**src/cwg_pkg.sv**
```systemverilog
// constants shared by the compare waveform generator and its buffer memory
// assumes a 24-bit counter core with four compare channels on the same clock
package cwg_pkg;
  localparam int unsigned CWG_CNT_W  = 24;
  localparam int unsigned CWG_CH_N   = 4;
  localparam int unsigned CWG_HALF_N = 2;
  localparam int unsigned CWG_ADDR_W = 8;
  localparam int unsigned CWG_BUF_N  = 5;
  localparam int unsigned CWG_PER_SLOT = 4;

  localparam logic [CWG_CNT_W-1:0] CWG_HALF_MAX = 24'h800000;

  // register byte offsets
  localparam logic [7:0] CWG_OFS_CTRL    = 8'h00;
  localparam logic [7:0] CWG_OFS_WAVE    = 8'h04;
  localparam logic [7:0] CWG_OFS_DRV     = 8'h08;
  localparam logic [7:0] CWG_OFS_INTEN   = 8'h0C;
  localparam logic [7:0] CWG_OFS_EVEN    = 8'h10;
  localparam logic [7:0] CWG_OFS_FLAGS   = 8'h14;
  localparam logic [7:0] CWG_OFS_PERIOD  = 8'h18;
  localparam logic [7:0] CWG_OFS_PERBUF  = 8'h1C;
  localparam logic [7:0] CWG_OFS_CMP0    = 8'h20;
  localparam logic [7:0] CWG_OFS_CMPB0   = 8'h30;
  localparam logic [7:0] CWG_OFS_TOP     = 8'h40;
  localparam logic [7:0] CWG_OFS_BUFV    = 8'h44;

  // field positions
  localparam int unsigned CWG_CTRL_EN_BIT  = 0;
  localparam int unsigned CWG_CTRL_CMD_LSB = 4;
  localparam int unsigned CWG_WAVE_POL_LSB = 8;
  localparam int unsigned CWG_FLAG_OVF_BIT = 8;
  localparam logic [1:0]  CWG_CMD_UPDATE   = 2'h3;

  // reset values
  localparam logic [CWG_CNT_W-1:0] CWG_RST_PERIOD = 24'hFFFFFF;
  localparam logic [CWG_CNT_W-1:0] CWG_RST_CMP    = 24'h000000;
  localparam logic [2:0]           CWG_RST_MODE   = 3'h0;

  localparam logic [1:0] CWG_RESP_OKAY   = 2'h0;
  localparam logic [1:0] CWG_RESP_SLVERR = 2'h2;

  // waveform_mode_select encodings
  localparam logic [2:0] CWG_MODE_NORMAL_FREQUENCY_MODE = 3'h0;
  localparam logic [2:0] CWG_MODE_MATCH_FREQUENCY_MODE = 3'h1;
  localparam logic [2:0] CWG_MODE_SINGLE_SLOPE_PWM_MODE = 3'h2;
  localparam logic [2:0] CWG_MODE_DSCR = 3'h4;
  localparam logic [2:0] CWG_MODE_DSBO = 3'h5;
  localparam logic [2:0] CWG_MODE_DSBT = 3'h6;
  localparam logic [2:0] CWG_MODE_DSTP = 3'h7;

  // one-hot decoded waveform class
  typedef enum logic [3:0] {
    CWG_CLS_FREQ = 4'b0001,
    CWG_CLS_SS   = 4'b0010,
    CWG_CLS_DS   = 4'b0100,
    CWG_CLS_CRIT = 4'b1000
  } cwg_class_t;
endpackage

```
**src/cwg_top.sv**
```systemverilog
// compare and waveform generation section of a control timer unit
// assumes the counter core on aclk supplies value, direction, top/zero and update strobes
//
// How it works
// - channels are compare-only after reset
// - counter compared against every compare value continuously
// - buffers move to active at update or command 3
// - match flag set on the count tick
// - match gives irq, event if enabled; DMA always
// - mode field selects seven waveform configurations
// - TOP from channel 0 in match frequency mode
// - update at zero in dual-slope, else wrap
// - normal frequency toggles output on each match
// - match frequency toggles channel zero on update
// - single-slope up: set at TOP, clear at match
// - single-slope down: clear at zero, set at match
// - period TOP+1 ticks, prescaled upstream
// - dual-slope: set on up match, clear down
// - both-ends mode also updates at TOP
// - dual-slope except critical: compare MSB selects ramp when TOP below half
// - critical mode uses channel x+2 when down
// - overflow flag placement follows the mode
// - polarity one swaps single-slope set and clear
// - per-channel inversion after waveform generation
// - polarity one swaps dual-slope set and clear
// - polarity gives frequency modes their initial level
// - count tick merges prescaler and event ticks
`timescale 1ns/100ps
module cwg_top
  import cwg_pkg::*;
(
  // clock and reset
  input  wire logic                   aclk,
  input  wire logic                   aresetn,
  // axi4-lite write address and data
  input  wire logic                   s_axi_awvalid,
  output logic                        s_axi_awready,
  input  wire logic [CWG_ADDR_W-1:0]  s_axi_awaddr,
  input  wire logic                   s_axi_wvalid,
  output logic                        s_axi_wready,
  input  wire logic [31:0]            s_axi_wdata,
  input  wire logic [3:0]             s_axi_wstrb,
  // axi4-lite write response
  output logic                        s_axi_bvalid,
  input  wire logic                   s_axi_bready,
  output logic      [1:0]             s_axi_bresp,
  // axi4-lite read
  input  wire logic                   s_axi_arvalid,
  output logic                        s_axi_arready,
  input  wire logic [CWG_ADDR_W-1:0]  s_axi_araddr,
  output logic                        s_axi_rvalid,
  input  wire logic                   s_axi_rready,
  output logic      [31:0]            s_axi_rdata,
  output logic      [1:0]             s_axi_rresp,
  // counter core
  input  wire logic [CWG_CNT_W-1:0]   counter_value,
  input  wire logic                   count_down,
  input  wire logic                   prescale_tick,
  input  wire logic                   event_tick,
  input  wire logic                   counter_at_top,
  input  wire logic                   counter_at_zero,
  input  wire logic                   counter_update,
  output logic      [CWG_CNT_W-1:0]   top_value_r,
  output logic                        unit_enable_r,
  // waveform pins and match consumers
  output logic      [CWG_CH_N-1:0]    waveform_output_r,
  output logic      [CWG_CH_N-1:0]    match_irq_r,
  output logic      [CWG_CH_N-1:0]    match_event_r,
  output logic      [CWG_CH_N-1:0]    match_dma_req_r,
  output logic                        overflow_event_r
);
  // ----------------------------------------------------------------
  // decode helpers
  // ----------------------------------------------------------------
  function automatic cwg_class_t mode_class(input logic [2:0] m);
    case (m)
      CWG_MODE_NORMAL_FREQUENCY_MODE, CWG_MODE_MATCH_FREQUENCY_MODE: mode_class = CWG_CLS_FREQ;
      CWG_MODE_SINGLE_SLOPE_PWM_MODE:                mode_class = CWG_CLS_SS;
      CWG_MODE_DSCR:                mode_class = CWG_CLS_CRIT;
      CWG_MODE_DSBO, CWG_MODE_DSBT, CWG_MODE_DSTP: mode_class = CWG_CLS_DS;
      default:                      mode_class = CWG_CLS_FREQ;
    endcase
  endfunction

  function automatic logic is_cmpb(input logic [CWG_ADDR_W-1:0] a);
    is_cmpb = (a[7:4] == CWG_OFS_CMPB0[7:4]) && (a[1:0] == 2'h0);
  endfunction

  // ----------------------------------------------------------------
  // configuration registers
  // ----------------------------------------------------------------
  logic [2:0]             mode_r;
  logic [CWG_CH_N-1:0]    polarity_r;
  logic [CWG_CH_N-1:0]    invert_r;
  logic [CWG_CH_N-1:0]    irq_en_r;
  logic [CWG_CH_N-1:0]    evt_en_r;
  logic [CWG_CH_N-1:0]    match_flag_r;
  logic                   overflow_flag_r;
  logic [CWG_CNT_W-1:0]   period_r;
  logic [CWG_CNT_W-1:0]   cmp_r [CWG_CH_N];
  logic [CWG_BUF_N-1:0]   buf_valid_r;
  logic [CWG_CH_N-1:0]    wave_r;
  cwg_class_t             cls;

  assign cls = mode_class(mode_r);

  // ----------------------------------------------------------------
  // axi4-lite slave
  // ----------------------------------------------------------------
  logic                   aw_got_r;
  logic                   w_got_r;
  logic [CWG_ADDR_W-1:0]  wr_addr_r;
  logic [31:0]            wr_data_r;
  logic                   wr_full_r;
  logic                   rd_pend_r;
  logic [CWG_ADDR_W-1:0]  rd_addr_r;
  logic                   do_write;
  logic                   wr_ok;
  logic                   force_update;
  logic [CWG_CNT_W-1:0]   mem_rdata;
  logic [CWG_BUF_N*CWG_CNT_W-1:0] buf_words;
  logic                   mem_we;
  logic [2:0]             mem_waddr;
  logic [CWG_CH_N-1:0]    flag_clr;

  assign do_write  = aw_got_r && w_got_r && !s_axi_bvalid;
  assign wr_ok     = do_write && wr_full_r;
  // partial-strobe writes are answered but change nothing
  assign mem_we    = wr_ok && (is_cmpb(wr_addr_r) || (wr_addr_r == CWG_OFS_PERBUF));
  assign mem_waddr = is_cmpb(wr_addr_r) ? {1'b0, wr_addr_r[3:2]} : 3'(CWG_PER_SLOT);
  assign force_update = wr_ok && (wr_addr_r == CWG_OFS_CTRL) &&
                        (wr_data_r[CWG_CTRL_CMD_LSB +: 2] == CWG_CMD_UPDATE);
  assign flag_clr  = (wr_ok && wr_addr_r == CWG_OFS_FLAGS) ? wr_data_r[CWG_CH_N-1:0] : '0;

  always_ff @(posedge aclk) begin
    if (!aresetn) begin
      aw_got_r      <= 1'b0;
      w_got_r       <= 1'b0;
      wr_addr_r     <= '0;
      wr_data_r     <= '0;
      wr_full_r     <= 1'b0;
      s_axi_awready <= 1'b0;
      s_axi_wready  <= 1'b0;
      s_axi_bvalid  <= 1'b0;
      s_axi_bresp   <= CWG_RESP_OKAY;
    end else begin
      s_axi_awready <= !aw_got_r && !(s_axi_awvalid && s_axi_awready) && !s_axi_bvalid;
      s_axi_wready  <= !w_got_r && !(s_axi_wvalid && s_axi_wready) && !s_axi_bvalid;
      if (s_axi_awvalid && s_axi_awready) begin
        aw_got_r  <= 1'b1;
        wr_addr_r <= s_axi_awaddr;
      end
      if (s_axi_wvalid && s_axi_wready) begin
        w_got_r   <= 1'b1;
        wr_data_r <= s_axi_wdata;
        wr_full_r <= (s_axi_wstrb == 4'hF);
      end
      if (do_write) begin
        aw_got_r     <= 1'b0;
        w_got_r      <= 1'b0;
        s_axi_bvalid <= 1'b1;
        s_axi_bresp  <= (wr_addr_r > CWG_OFS_BUFV || wr_addr_r[1:0] != 2'h0) ? CWG_RESP_SLVERR : CWG_RESP_OKAY;
      end else if (s_axi_bvalid && s_axi_bready) begin
        s_axi_bvalid <= 1'b0;
      end
    end
  end

  cwg_buf_mem u_buf (
    .aclk      (aclk),
    .wr_en     (mem_we),
    .wr_addr   (mem_waddr),
    .wr_data   (wr_data_r[CWG_CNT_W-1:0]),
    .rd_addr   (is_cmpb(s_axi_araddr) ? {1'b0, s_axi_araddr[3:2]} : 3'(CWG_PER_SLOT)),
    .rd_data   (mem_rdata),
    .all_words (buf_words)
  );

  // read: address taken, then one cycle for the buffer memory, then rvalid
  always_ff @(posedge aclk) begin
    if (!aresetn) begin
      rd_pend_r     <= 1'b0;
      rd_addr_r     <= '0;
      s_axi_arready <= 1'b0;
      s_axi_rvalid  <= 1'b0;
      s_axi_rdata   <= '0;
      s_axi_rresp   <= CWG_RESP_OKAY;
    end else begin
      s_axi_arready <= !rd_pend_r && !s_axi_rvalid && !(s_axi_arvalid && s_axi_arready);
      if (s_axi_arvalid && s_axi_arready) begin
        rd_pend_r <= 1'b1;
        rd_addr_r <= s_axi_araddr;
      end
      if (rd_pend_r) begin
        rd_pend_r    <= 1'b0;
        s_axi_rvalid <= 1'b1;
        s_axi_rresp  <= CWG_RESP_OKAY;
        s_axi_rdata  <= '0;
        if (is_cmpb(rd_addr_r) || rd_addr_r == CWG_OFS_PERBUF) begin
          s_axi_rdata <= {8'h00, mem_rdata};
        end else if (rd_addr_r[7:4] == CWG_OFS_CMP0[7:4] && rd_addr_r[1:0] == 2'h0) begin
          s_axi_rdata <= {8'h00, cmp_r[rd_addr_r[3:2]]};
        end else begin
          case (rd_addr_r)
            CWG_OFS_CTRL:   s_axi_rdata <= {31'h0, unit_enable_r};
            CWG_OFS_WAVE:   s_axi_rdata <= {20'h0, polarity_r, 5'h0, mode_r};
            CWG_OFS_DRV:    s_axi_rdata <= {28'h0, invert_r};
            CWG_OFS_INTEN:  s_axi_rdata <= {28'h0, irq_en_r};
            CWG_OFS_EVEN:   s_axi_rdata <= {28'h0, evt_en_r};
            CWG_OFS_FLAGS:  s_axi_rdata <= {23'h0, overflow_flag_r, 4'h0, match_flag_r};
            CWG_OFS_PERIOD: s_axi_rdata <= {8'h00, period_r};
            CWG_OFS_TOP:    s_axi_rdata <= {8'h00, top_value_r};
            CWG_OFS_BUFV:   s_axi_rdata <= {27'h0, buf_valid_r};
            default:        s_axi_rresp <= CWG_RESP_SLVERR;
          endcase
        end
      end else if (s_axi_rvalid && s_axi_rready) begin
        s_axi_rvalid <= 1'b0;
      end
    end
  end

  // ----------------------------------------------------------------
  // control registers written by software
  // ----------------------------------------------------------------
  always_ff @(posedge aclk) begin
    if (!aresetn) begin
      unit_enable_r <= 1'b0;
      mode_r        <= CWG_RST_MODE;
      polarity_r    <= '0;
      invert_r      <= '0;
      irq_en_r      <= '0;
      evt_en_r      <= '0;
    end else if (wr_ok) begin
      case (wr_addr_r)
        CWG_OFS_CTRL:  unit_enable_r <= wr_data_r[CWG_CTRL_EN_BIT];
        CWG_OFS_WAVE: begin
          mode_r     <= wr_data_r[2:0];
          polarity_r <= wr_data_r[CWG_WAVE_POL_LSB +: CWG_CH_N];
        end
        CWG_OFS_DRV:   invert_r <= wr_data_r[CWG_CH_N-1:0];
        CWG_OFS_INTEN: irq_en_r <= wr_data_r[CWG_CH_N-1:0];
        CWG_OFS_EVEN:  evt_en_r <= wr_data_r[CWG_CH_N-1:0];
        default: ;
      endcase
    end
  end

  // ----------------------------------------------------------------
  // double buffering
  // ----------------------------------------------------------------
  logic tick;
  logic update_now;

  assign tick = prescale_tick | event_tick;
  assign update_now = force_update ||
                      (unit_enable_r && tick &&
                       ((cls == CWG_CLS_DS || cls == CWG_CLS_CRIT) ?
                        (counter_at_zero || (mode_r == CWG_MODE_DSBT && counter_at_top)) :
                        counter_update));

  // a buffer write in the update cycle keeps its valid bit for the next update
  always_ff @(posedge aclk) begin
    if (!aresetn) begin
      buf_valid_r <= '0;
      period_r    <= CWG_RST_PERIOD;
      for (int c = 0; c < CWG_CH_N; c++) begin
        cmp_r[c] <= CWG_RST_CMP;
      end
    end else begin
      for (int k = 0; k < CWG_BUF_N; k++) begin
        if (mem_we && mem_waddr == 3'(k)) begin
          buf_valid_r[k] <= 1'b1;
        end else if (update_now && buf_valid_r[k]) begin
          buf_valid_r[k] <= 1'b0;
        end
      end
      if (update_now) begin
        for (int c = 0; c < CWG_CH_N; c++) begin
          if (buf_valid_r[c]) begin
            cmp_r[c] <= buf_words[c*CWG_CNT_W +: CWG_CNT_W];
          end
        end
        if (buf_valid_r[CWG_PER_SLOT]) begin
          period_r <= buf_words[CWG_PER_SLOT*CWG_CNT_W +: CWG_CNT_W];
        end
      end
    end
  end

  always_ff @(posedge aclk) begin
    if (!aresetn) begin
      top_value_r <= CWG_RST_PERIOD;
    end else begin
      top_value_r <= (mode_r == CWG_MODE_MATCH_FREQUENCY_MODE) ? cmp_r[0] : period_r;
    end
  end

  // ----------------------------------------------------------------
  // compare channels
  // ----------------------------------------------------------------
  logic [CWG_CH_N-1:0] hit;
  logic                ramp_sel;

  // compare mode is the only mode, so no capture path can engage
  assign ramp_sel = (cls == CWG_CLS_DS) && (top_value_r < CWG_HALF_MAX);

  genvar i;
  generate
    for (i = 0; i < CWG_CH_N; i++) begin : g_ch
      logic [CWG_CNT_W-1:0] ref_v;
      logic [CWG_CNT_W-1:0] cmp_v;
      logic                 dir_ok;
      logic                 set_e;
      logic                 clr_e;

      assign ref_v  = (cls == CWG_CLS_CRIT && count_down) ?
                      cmp_r[(i + CWG_HALF_N) % CWG_CH_N] : cmp_r[i];
      assign cmp_v  = ramp_sel ? {1'b0, ref_v[CWG_CNT_W-2:0]} : ref_v;
      assign dir_ok = !ramp_sel || (ref_v[CWG_CNT_W-1] == count_down);
      assign hit[i] = unit_enable_r && tick && dir_ok && (counter_value == cmp_v);

      // clears win over sets on the same tick, so a compare equal to TOP/ZERO gives a flat output
      always_comb begin
        set_e = 1'b0;
        clr_e = 1'b0;
        if (cls == CWG_CLS_SS) begin
          if (!count_down) begin
            set_e = counter_at_top;
            clr_e = hit[i];
          end else begin
            clr_e = counter_at_zero;
            set_e = hit[i];
          end
        end else begin
          set_e = hit[i] && !count_down;
          clr_e = hit[i] && count_down;
        end
        if (polarity_r[i]) begin
          {set_e, clr_e} = {clr_e, set_e};
        end
      end

      always_ff @(posedge aclk) begin
        if (!aresetn) begin
          wave_r[i] <= 1'b0;
        end else if (!unit_enable_r) begin
          wave_r[i] <= polarity_r[i];
        end else if (cls == CWG_CLS_FREQ) begin
          if (i == 0 && mode_r == CWG_MODE_MATCH_FREQUENCY_MODE) begin
            wave_r[i] <= wave_r[i] ^ (tick && counter_update);
          end else begin
            wave_r[i] <= wave_r[i] ^ hit[i];
          end
        end else if (tick) begin
          if (clr_e) begin
            wave_r[i] <= 1'b0;
          end else if (set_e) begin
            wave_r[i] <= 1'b1;
          end
        end
      end

      always_ff @(posedge aclk) begin
        if (!aresetn) begin
          match_flag_r[i]      <= 1'b0;
          match_irq_r[i]       <= 1'b0;
          match_event_r[i]     <= 1'b0;
          match_dma_req_r[i]   <= 1'b0;
          waveform_output_r[i] <= 1'b0;
        end else begin
          match_flag_r[i]      <= hit[i] | (match_flag_r[i] & ~flag_clr[i]);
          match_irq_r[i]       <= hit[i] & irq_en_r[i];
          match_event_r[i]     <= hit[i] & evt_en_r[i];
          match_dma_req_r[i]   <= hit[i];
          waveform_output_r[i] <= wave_r[i] ^ invert_r[i];
        end
      end
    end
  endgenerate

  // ----------------------------------------------------------------
  // overflow
  // ----------------------------------------------------------------
  logic ovf_hit;

  always_comb begin
    ovf_hit = 1'b0;
    case (mode_r)
      CWG_MODE_NORMAL_FREQUENCY_MODE, CWG_MODE_MATCH_FREQUENCY_MODE, CWG_MODE_SINGLE_SLOPE_PWM_MODE:
        ovf_hit = count_down ? counter_at_zero : counter_at_top;
      CWG_MODE_DSCR, CWG_MODE_DSBO: ovf_hit = counter_at_zero && count_down;
      CWG_MODE_DSBT: ovf_hit = (counter_at_top && !count_down) || (counter_at_zero && count_down);
      CWG_MODE_DSTP: ovf_hit = counter_at_top && !count_down;
      default:       ovf_hit = 1'b0;
    endcase
    ovf_hit = ovf_hit && tick && unit_enable_r;
  end

  always_ff @(posedge aclk) begin
    if (!aresetn) begin
      overflow_flag_r  <= 1'b0;
      overflow_event_r <= 1'b0;
    end else begin
      overflow_flag_r  <= ovf_hit | (overflow_flag_r &
                          ~(wr_ok && wr_addr_r == CWG_OFS_FLAGS && wr_data_r[CWG_FLAG_OVF_BIT]));
      overflow_event_r <= ovf_hit;
    end
  end
endmodule // cwg_top

```
**src/cwg_buf_mem.sv**
```systemverilog
// small word memory holding the compare and period buffers
// one write port, one registered read port, all words also visible in parallel
`timescale 1ns/100ps
module cwg_buf_mem
  import cwg_pkg::*;
(
  // clock
  input  wire logic                              aclk,
  // write port
  input  wire logic                              wr_en,
  input  wire logic [2:0]                        wr_addr,
  input  wire logic [CWG_CNT_W-1:0]              wr_data,
  // read port
  input  wire logic [2:0]                        rd_addr,
  output logic      [CWG_CNT_W-1:0]              rd_data,
  // parallel view, word k at bits k*W
  output logic      [CWG_BUF_N*CWG_CNT_W-1:0]    all_words
);
  logic [CWG_CNT_W-1:0] mem_r [CWG_BUF_N];

  always_ff @(posedge aclk) begin
    if (wr_en && (wr_addr < 3'(CWG_BUF_N))) begin
      mem_r[wr_addr] <= wr_data;
    end
  end

  always_ff @(posedge aclk) begin
    rd_data <= (rd_addr < 3'(CWG_BUF_N)) ? mem_r[rd_addr] : '0;
  end

  genvar k;
  generate
    for (k = 0; k < CWG_BUF_N; k++) begin : g_flat
      assign all_words[k*CWG_CNT_W +: CWG_CNT_W] = mem_r[k];
    end
  endgenerate
endmodule // cwg_buf_mem

```
**config.mk**
```make
export PLATFORM = sky130hd
export DESIGN_NAME = cwg_top
export DESIGN_NICKNAME = d
export VERILOG_FILES = /design/src/cwg_pkg.sv /design/src/cwg_top.sv /design/src/cwg_buf_mem.sv
export SDC_FILE = /design/constraint.sdc
export NUM_CORES = 1
export LEC_CHECK = 0
export ABC_AREA = 1
export BUFFER_PORTS_ARGS = -buffer_cell sky130_fd_sc_hd__buf_2
export CORE_ASPECT_RATIO = 0.6
export CORE_MARGIN = 5
export CORE_UTILIZATION = 28
export DETAILED_ROUTE_END_ITERATION = 7
export PLACE_DENSITY = 0.5
export SYNTH_ARGS = -nofsm -noshare
export SYNTH_HDL_FRONTEND = slang
export SYNTH_SLANG_ARGS = --single-unit
```
**constraint.sdc**
```tcl
create_clock -name aclk -period 4.9 [get_ports aclk]
set_clock_uncertainty 0.1 [all_clocks]
set_input_delay 0.49 -clock aclk [delete_from_list [all_inputs] [get_ports aclk]]
set_output_delay 0.49 -clock aclk [all_outputs]
set_load 0.005 [all_outputs]
```
After elaboration in Yosys (flattened, before gate mapping) --
Memory sizes are Yosys's and may differ from the RTL's. A register that Yosys moved wholly into a read port is not among the register bits. Index checks and enable logic that the tools add are counted.
Word-level totals: register bits 160, RAM bits 216, output and inout port bits 83, memories kept 2
Cells by class: magnitude comparators 4, equal/unequal tests 48, mux-type cells 108, bitwise logic cells 38, reduce and logical (&&, ||, !) cells 114
Memory list:
- u_buf.mem_r | words 5, width 24, read ports 6, clocked after Yosys merged registers in 2, wr ports 1, line cwg_buf_mem.sv:19 | logic [CWG_CNT_W-1:0] mem_r [CWG_BUF_N];
- cmp_r | words 4, width 24, read ports 5, clocked after Yosys merged registers in 1, wr ports 4, line cwg_top.sv:100 | logic [CWG_CNT_W-1:0] cmp_r [CWG_CH_N];
Operators with widths (number):
- 2-to-1 mux 24 bit | 15
- case mux 24 bit (9 select lines) | 1
- == test 24 bit | 4
- 2-to-1 mux 1 bit | 81
- logical AND 1 bit | 60
- == test 8 x 5 -> 1 bit (second input constant) | 7
- == test 8 x 4 -> 1 bit (second input constant) | 4
- less-than comparator 24 bit (second input constant) | 1
- == test 4 x 2 -> 1 bit (second input constant) | 5
- AND reduction 2 bit | 10
- == test 8 x 3 -> 1 bit (second input constant) | 2
- == test 8 x 7 -> 1 bit (second input constant) | 2
- logical NOT 8 bit | 2
- inequality test 4 x 1 -> 1 bit (second input constant) | 4
- nonzero test 2 bit | 8
- == test 3 bit (second input constant) | 5
- bitwise AND 1 bit | 13
- logical NOT 1 bit | 12
- 2-to-1 mux 2 bit | 6
- case mux 4 bit (3 select lines) | 1
- logical OR 1 bit | 11
- OR 1 bit | 10
- == test 3 x 2 -> 1 bit (second input constant) | 3
- OR reduction 9 bit | 1
- 18 further kinds | 44

Logic depth before layout (Yosys ltp) --
depth after elaboration 18, gate-level depth with buffers 21, gate-level depth less buffers 20

Hierarchy --
Synthesis repeated with hierarchy kept, for this count alone.
Second synthesis, totals: cell total of the unflattened synthesis 2660, area, all modules 20658.6 um^2
By module, submodules not included:
- cwg_top | times used 1, cells an instance 2263, area each 15437.3 um^2, seq. area each 6406.1 um^2
- cwg_buf_mem | times used 1, cells an instance 397, area each 5221.3 um^2, seq. area each 4083.9 um^2

Least setup slack after synthesis --
Ideal clock, no wire load.
path type register -> register, start register wr_addr_r[0], end memory u_buf.mem_r[3][0] (enable), setup time 0.469 ns, arrival time 3.213 ns, data required time 4.331 ns, setup slack 1.118 ns, stages on the path, launching flop included 6, clock period less this slack 3.782 ns, cells stage by stage dfxtp_1 nor2_1 inv_1 nor4_1 inv_1 nor4_1
Between the ends: word-level cells in the longest chain between the ends 7
Ends and longest elaborated chain:
- from (decl) | line cwg_top.sv:112 | logic [CWG_ADDR_W-1:0] wr_addr_r;
- from (signal assigned) | line cwg_top.sv:151 | wr_addr_r <= s_axi_awaddr;
- logical NOT 2 bit | line cwg_top.sv:86 | is_cmpb = (a[7:4] == CWG_OFS_CMPB0[7:4]) && (a[1:0] == 2'h0);
- logical AND 1 bit | line cwg_top.sv:86
- 2-to-1 mux 3 bit or logical OR 1 bit (tied branches) | line cwg_top.sv:130, cwg_top.sv:129
- less-than comparator 3 bit or logical AND 1 bit (tied branches) | line cwg_buf_mem.sv:22, cwg_top.sv:129
- logical AND 1 bit | line cwg_buf_mem.sv:22 | if (wr_en && (wr_addr < 3'(CWG_BUF_N))) begin
- 2-to-1 mux 1 bit | line cwg_buf_mem.sv:22
- 2-to-1 mux 1 bit (implied by the code) | line cwg_buf_mem.sv:23 | mem_r[wr_addr] <= wr_data;
- to (decl) | line cwg_buf_mem.sv:19
Parallel ways exist; a longest one is shown, timed or not.

Worst setup path after layout --
start register mode_r[2], end register wave_r[1]
Between the ends: word-level cells in the longest chain between the ends 17
Ends and longest elaborated chain:
- from (decl) | line cwg_top.sv:92 | logic [2:0] mode_r;
- from (signal assigned) | line cwg_top.sv:238 | mode_r <= wr_data_r[2:0];
- == test 3 bit | line cwg_top.sv:76 | case (m)
- OR reduction 3 bit | line cwg_top.sv:76
- case mux 4 bit (3 select lines) * | line cwg_top.sv:76
- branches (longest 14 deep; another with 2-to-1 mux 24 bit)
- to (signal, indexed assignment) | line cwg_top.sv:348 | wave_r[i] <= polarity_r[i];
- to (signal, indexed assignment) | line cwg_top.sv:351 | wave_r[i] <= wave_r[i] ^ (tick && counter_update);
- to (signal, indexed assignment) | line cwg_top.sv:353 | wave_r[i] <= wave_r[i] ^ hit[i];
- to (decl) | line cwg_top.sv:102 | logic [CWG_CH_N-1:0] wave_r;
Every way passes the cells marked *. The select of a mux whose other input is x is not followed. A chain may end at the register's enable or synchronous reset.

==> results_dict.tcl <==
set metrics [dict create \
    post_drt_wl_per_cell_um 22.7 \
    crit_arrival_ns 4.07 \
    initial_core_util_pct 28.2 \
    dp_hpwl_um 63200 \
    leakage_nw 10.2 \
    synth_area_leaders "edfxtp_1 32%, dfxtp_1 20%, nand2_1 11%" \
    powerDensity_nw_per_um2 326 \
    post-cts-setup-buffer-count 0 \
    min_period_ns 3.70 \
    cts_tree "built" \
    hp-start "s_axi_bready" \
    antenna_found_initial 13 \
    finalHoldViolCount 0 \
    synth_top_area_share_pct 32.0 \
    grt_pass1_wl_um 118000 \
    row_count 76 \
    final_common_cell "nand2_1" \
    synth.avg_cell_area_sq_um 7.78 \
    synth_seq_cells 416 \
    postRouteAntennaNets 0 \
    slew_headroom_pct 21.7 \
    fin_tns_setup_ns 0 \
    grt_pass1_vias 16048 \
    yosys.area.top_type "edfxtp_1" \
    cts_buffer_depth 3 \
    gr-total-overflow 0 \
    cp.required_ns 5.27 \
    syn-instance-count 2601 \
    most-common-layout-cells "606 x nand2_1, 325 x inv_1, 274 x nor2_1, 271 x nand3_1, 224 x o21ai_0" \
    root_buffer "clkbuf_16" \
    layout-drive-gt1-share_pct 11.3 \
    critPathMaxFanout 103 \
    holdWs_ns 0.0738 \
    hold_class "input pin to flip-flop" \
    worst_pin_slew_ns 1.17 \
    maxCapViolCount 0 \
    grt_usage_pct 21.0 \
    finalNetCount 2815 \
    worstSetupStartpoint "mode_r[2]$_SDFFE_PN0P_" \
    htreeDepth 2 \
    grt_start_max_net_pins 104 \
    rr_startpoint "mode_r[2]$_SDFFE_PN0P_" \
    core_area_sq_um 71700 \
    die_height_um 218 \
    cp-end-kind "flip-flop" \
    setup-violations-final 0 \
    timing.final.max_slew_violations 0 \
    numCtsBuffers 40 \
    timing.final.crit_share_pct 75.5 \
    synth_cell_types 36 \
    max_freq_mhz 270 \
    post_cts_resized 0 \
    cts_sinks 416 \
    synth_area_sq_um 20200 \
    vias 18814 \
    drt_iter0_markers 2673 \
    clock_latency_ns 0.57 \
    portBuffers 153 \
    outcome "complete, no violations" \
    area_growth_pct 16.5 \
    fin_util_pct 32.9 \
    dieArea_sq_um 78000 \
    drt_wl_total_um 84700 \
    pin_count 172 \
    place.gp.congestion 0.967 \
    synth_warnings 0 \
    clk_pin_slew_ns 0.07 \
    grt_setup_unrepaired "false" \
    viasPerCell 5.04 \
    worst_setup_path_start_kind "flip-flop" \
    fp.dieW_um 357 \
    ir_drop_mv 0.215 \
    critical_path_class "flip-flop to flip-flop" \
    seq_area_frac_synth_pct 51.8 \
    dr.pass1.iters 6 \
    drc_errors 0 \
]
## cell type report
type                    instances  area, sq um
fillers                      7707        48100
flip-flops and latches        416        10500
multi-input cells            1719         7990
inverters                     342         1280
repair buffers                207         1240
well taps                     975         1220
clock buffers                  47         1070
clock inverters                27          280
diodes                          2         5.00
## kinds of logic after synthesis
family,after synthesis,synth area share [%]
compound gates,477,12.8
xor+xnor,11,0.476
buf+inv,475,9.24
flops,416,51.8
mux,18,1.00
other cells,1,0.0185
simple gates,1203,24.6
## power by group
part           switching [mW]  total [mW]  internal, mW
combinational           0.431       0.597         0.166
clock                    1.46        3.26          1.79
sequential              0.101        3.83          3.73
total                    2.00        7.68          5.69
## stage by stage
step	total power [mW]	cells	setup WS (ns)	cell area, sq um
2_1_floorplan	4.18	2610	1.12	20300
3_3_place_gp	4.47	3658	1.32	22200
3_5_place_dp	4.47	3658	1.28	22200
4_1_cts	7.71	3733	1.34	23600
5_1_grt	7.94	3733	0.989	23600
6_report	7.68	3735	1.20	23600
## critical path, cell delays in order (launching register included)
cell	delay, ns
dfxtp_1	0.48
inv_2	0.14
nor2_4	0.18
buf_12	0.38
nand3_1	0.18
nand2_1	0.11
nand2_1	0.05
nand2_1	0.24
nand2_1	0.09
nor2_1	0.11
nand2_1	0.16
nor2_1	0.48
nand2_1	0.39
nand2_1	0.15
nand3_1	0.07
nand2_1	0.06
nand2_1	0.05
nand2_1	0.06
a21oi_1	0.06
## Yosys cell counts
cell	number
a2111oi_0	2
a211oi_1	5
a21oi_1	171
a221oi_1	3
a22oi_1	1
buf_1	7
buf_2	22
buf_4	12
buf_6	2
clkbuf_1	90
clkinv_1	11
conb_1	1
dfxtp_1	200
edfxtp_1	216
inv_1	327
inv_2	4
mux2_2	18
nand2_1	606
nand2_4	1
nand3_1	275
nand3b_1	15
nand4_1	5
nor2_1	279
nor2_4	2
nor3_1	13
nor4_1	7
o2111ai_1	16
o211ai_1	33
o21a_1	7
o21ai_0	228
o21ai_1	4
o221a_2	1
o22ai_1	5
o41ai_1	1
xnor2_1	4
xor2_1	7
## state kept, by name, indices dropped and copies added, names as in the netlist, 5 cells and up, named ones only
signal,flops
buf_valid_r,5
cmp_r,96
period_r,24
rd_addr_r,8
s_axi_rdata,24
top_value_r,24
u_buf.mem_r,120
u_buf.rd_data,24
wr_addr_r,8
wr_data_r,24
## final timing paths
path | cells after the start | slack, ns | end
max | 18 | 1.20 | wave_r[1]$_SDFFE_PN0P_
min reg2reg | 1 | 0.34 | s_axi_wready$_SDFF_PN0_
max reg2reg | 18 | 1.20 | wave_r[1]$_SDFFE_PN0P_
min | 4 | 0.07 | s_axi_bvalid$_SDFFE_PN0P_
## per-layer routing
layer  up-vias  track usage (%)  wire length [um]
met1      8958             36.1             43100
met5         -                0                69
met2       972             24.2             28500
li1       8795                -                 -
met3        77             7.37             12300
met4        12             2.21               720
## repair_timing
action	CTS	global route
hold buffers	1	0
setup endpoints to repair	0	0
endpoints found under the hold margin	1	0
Power figures use the tool's default switching activity.
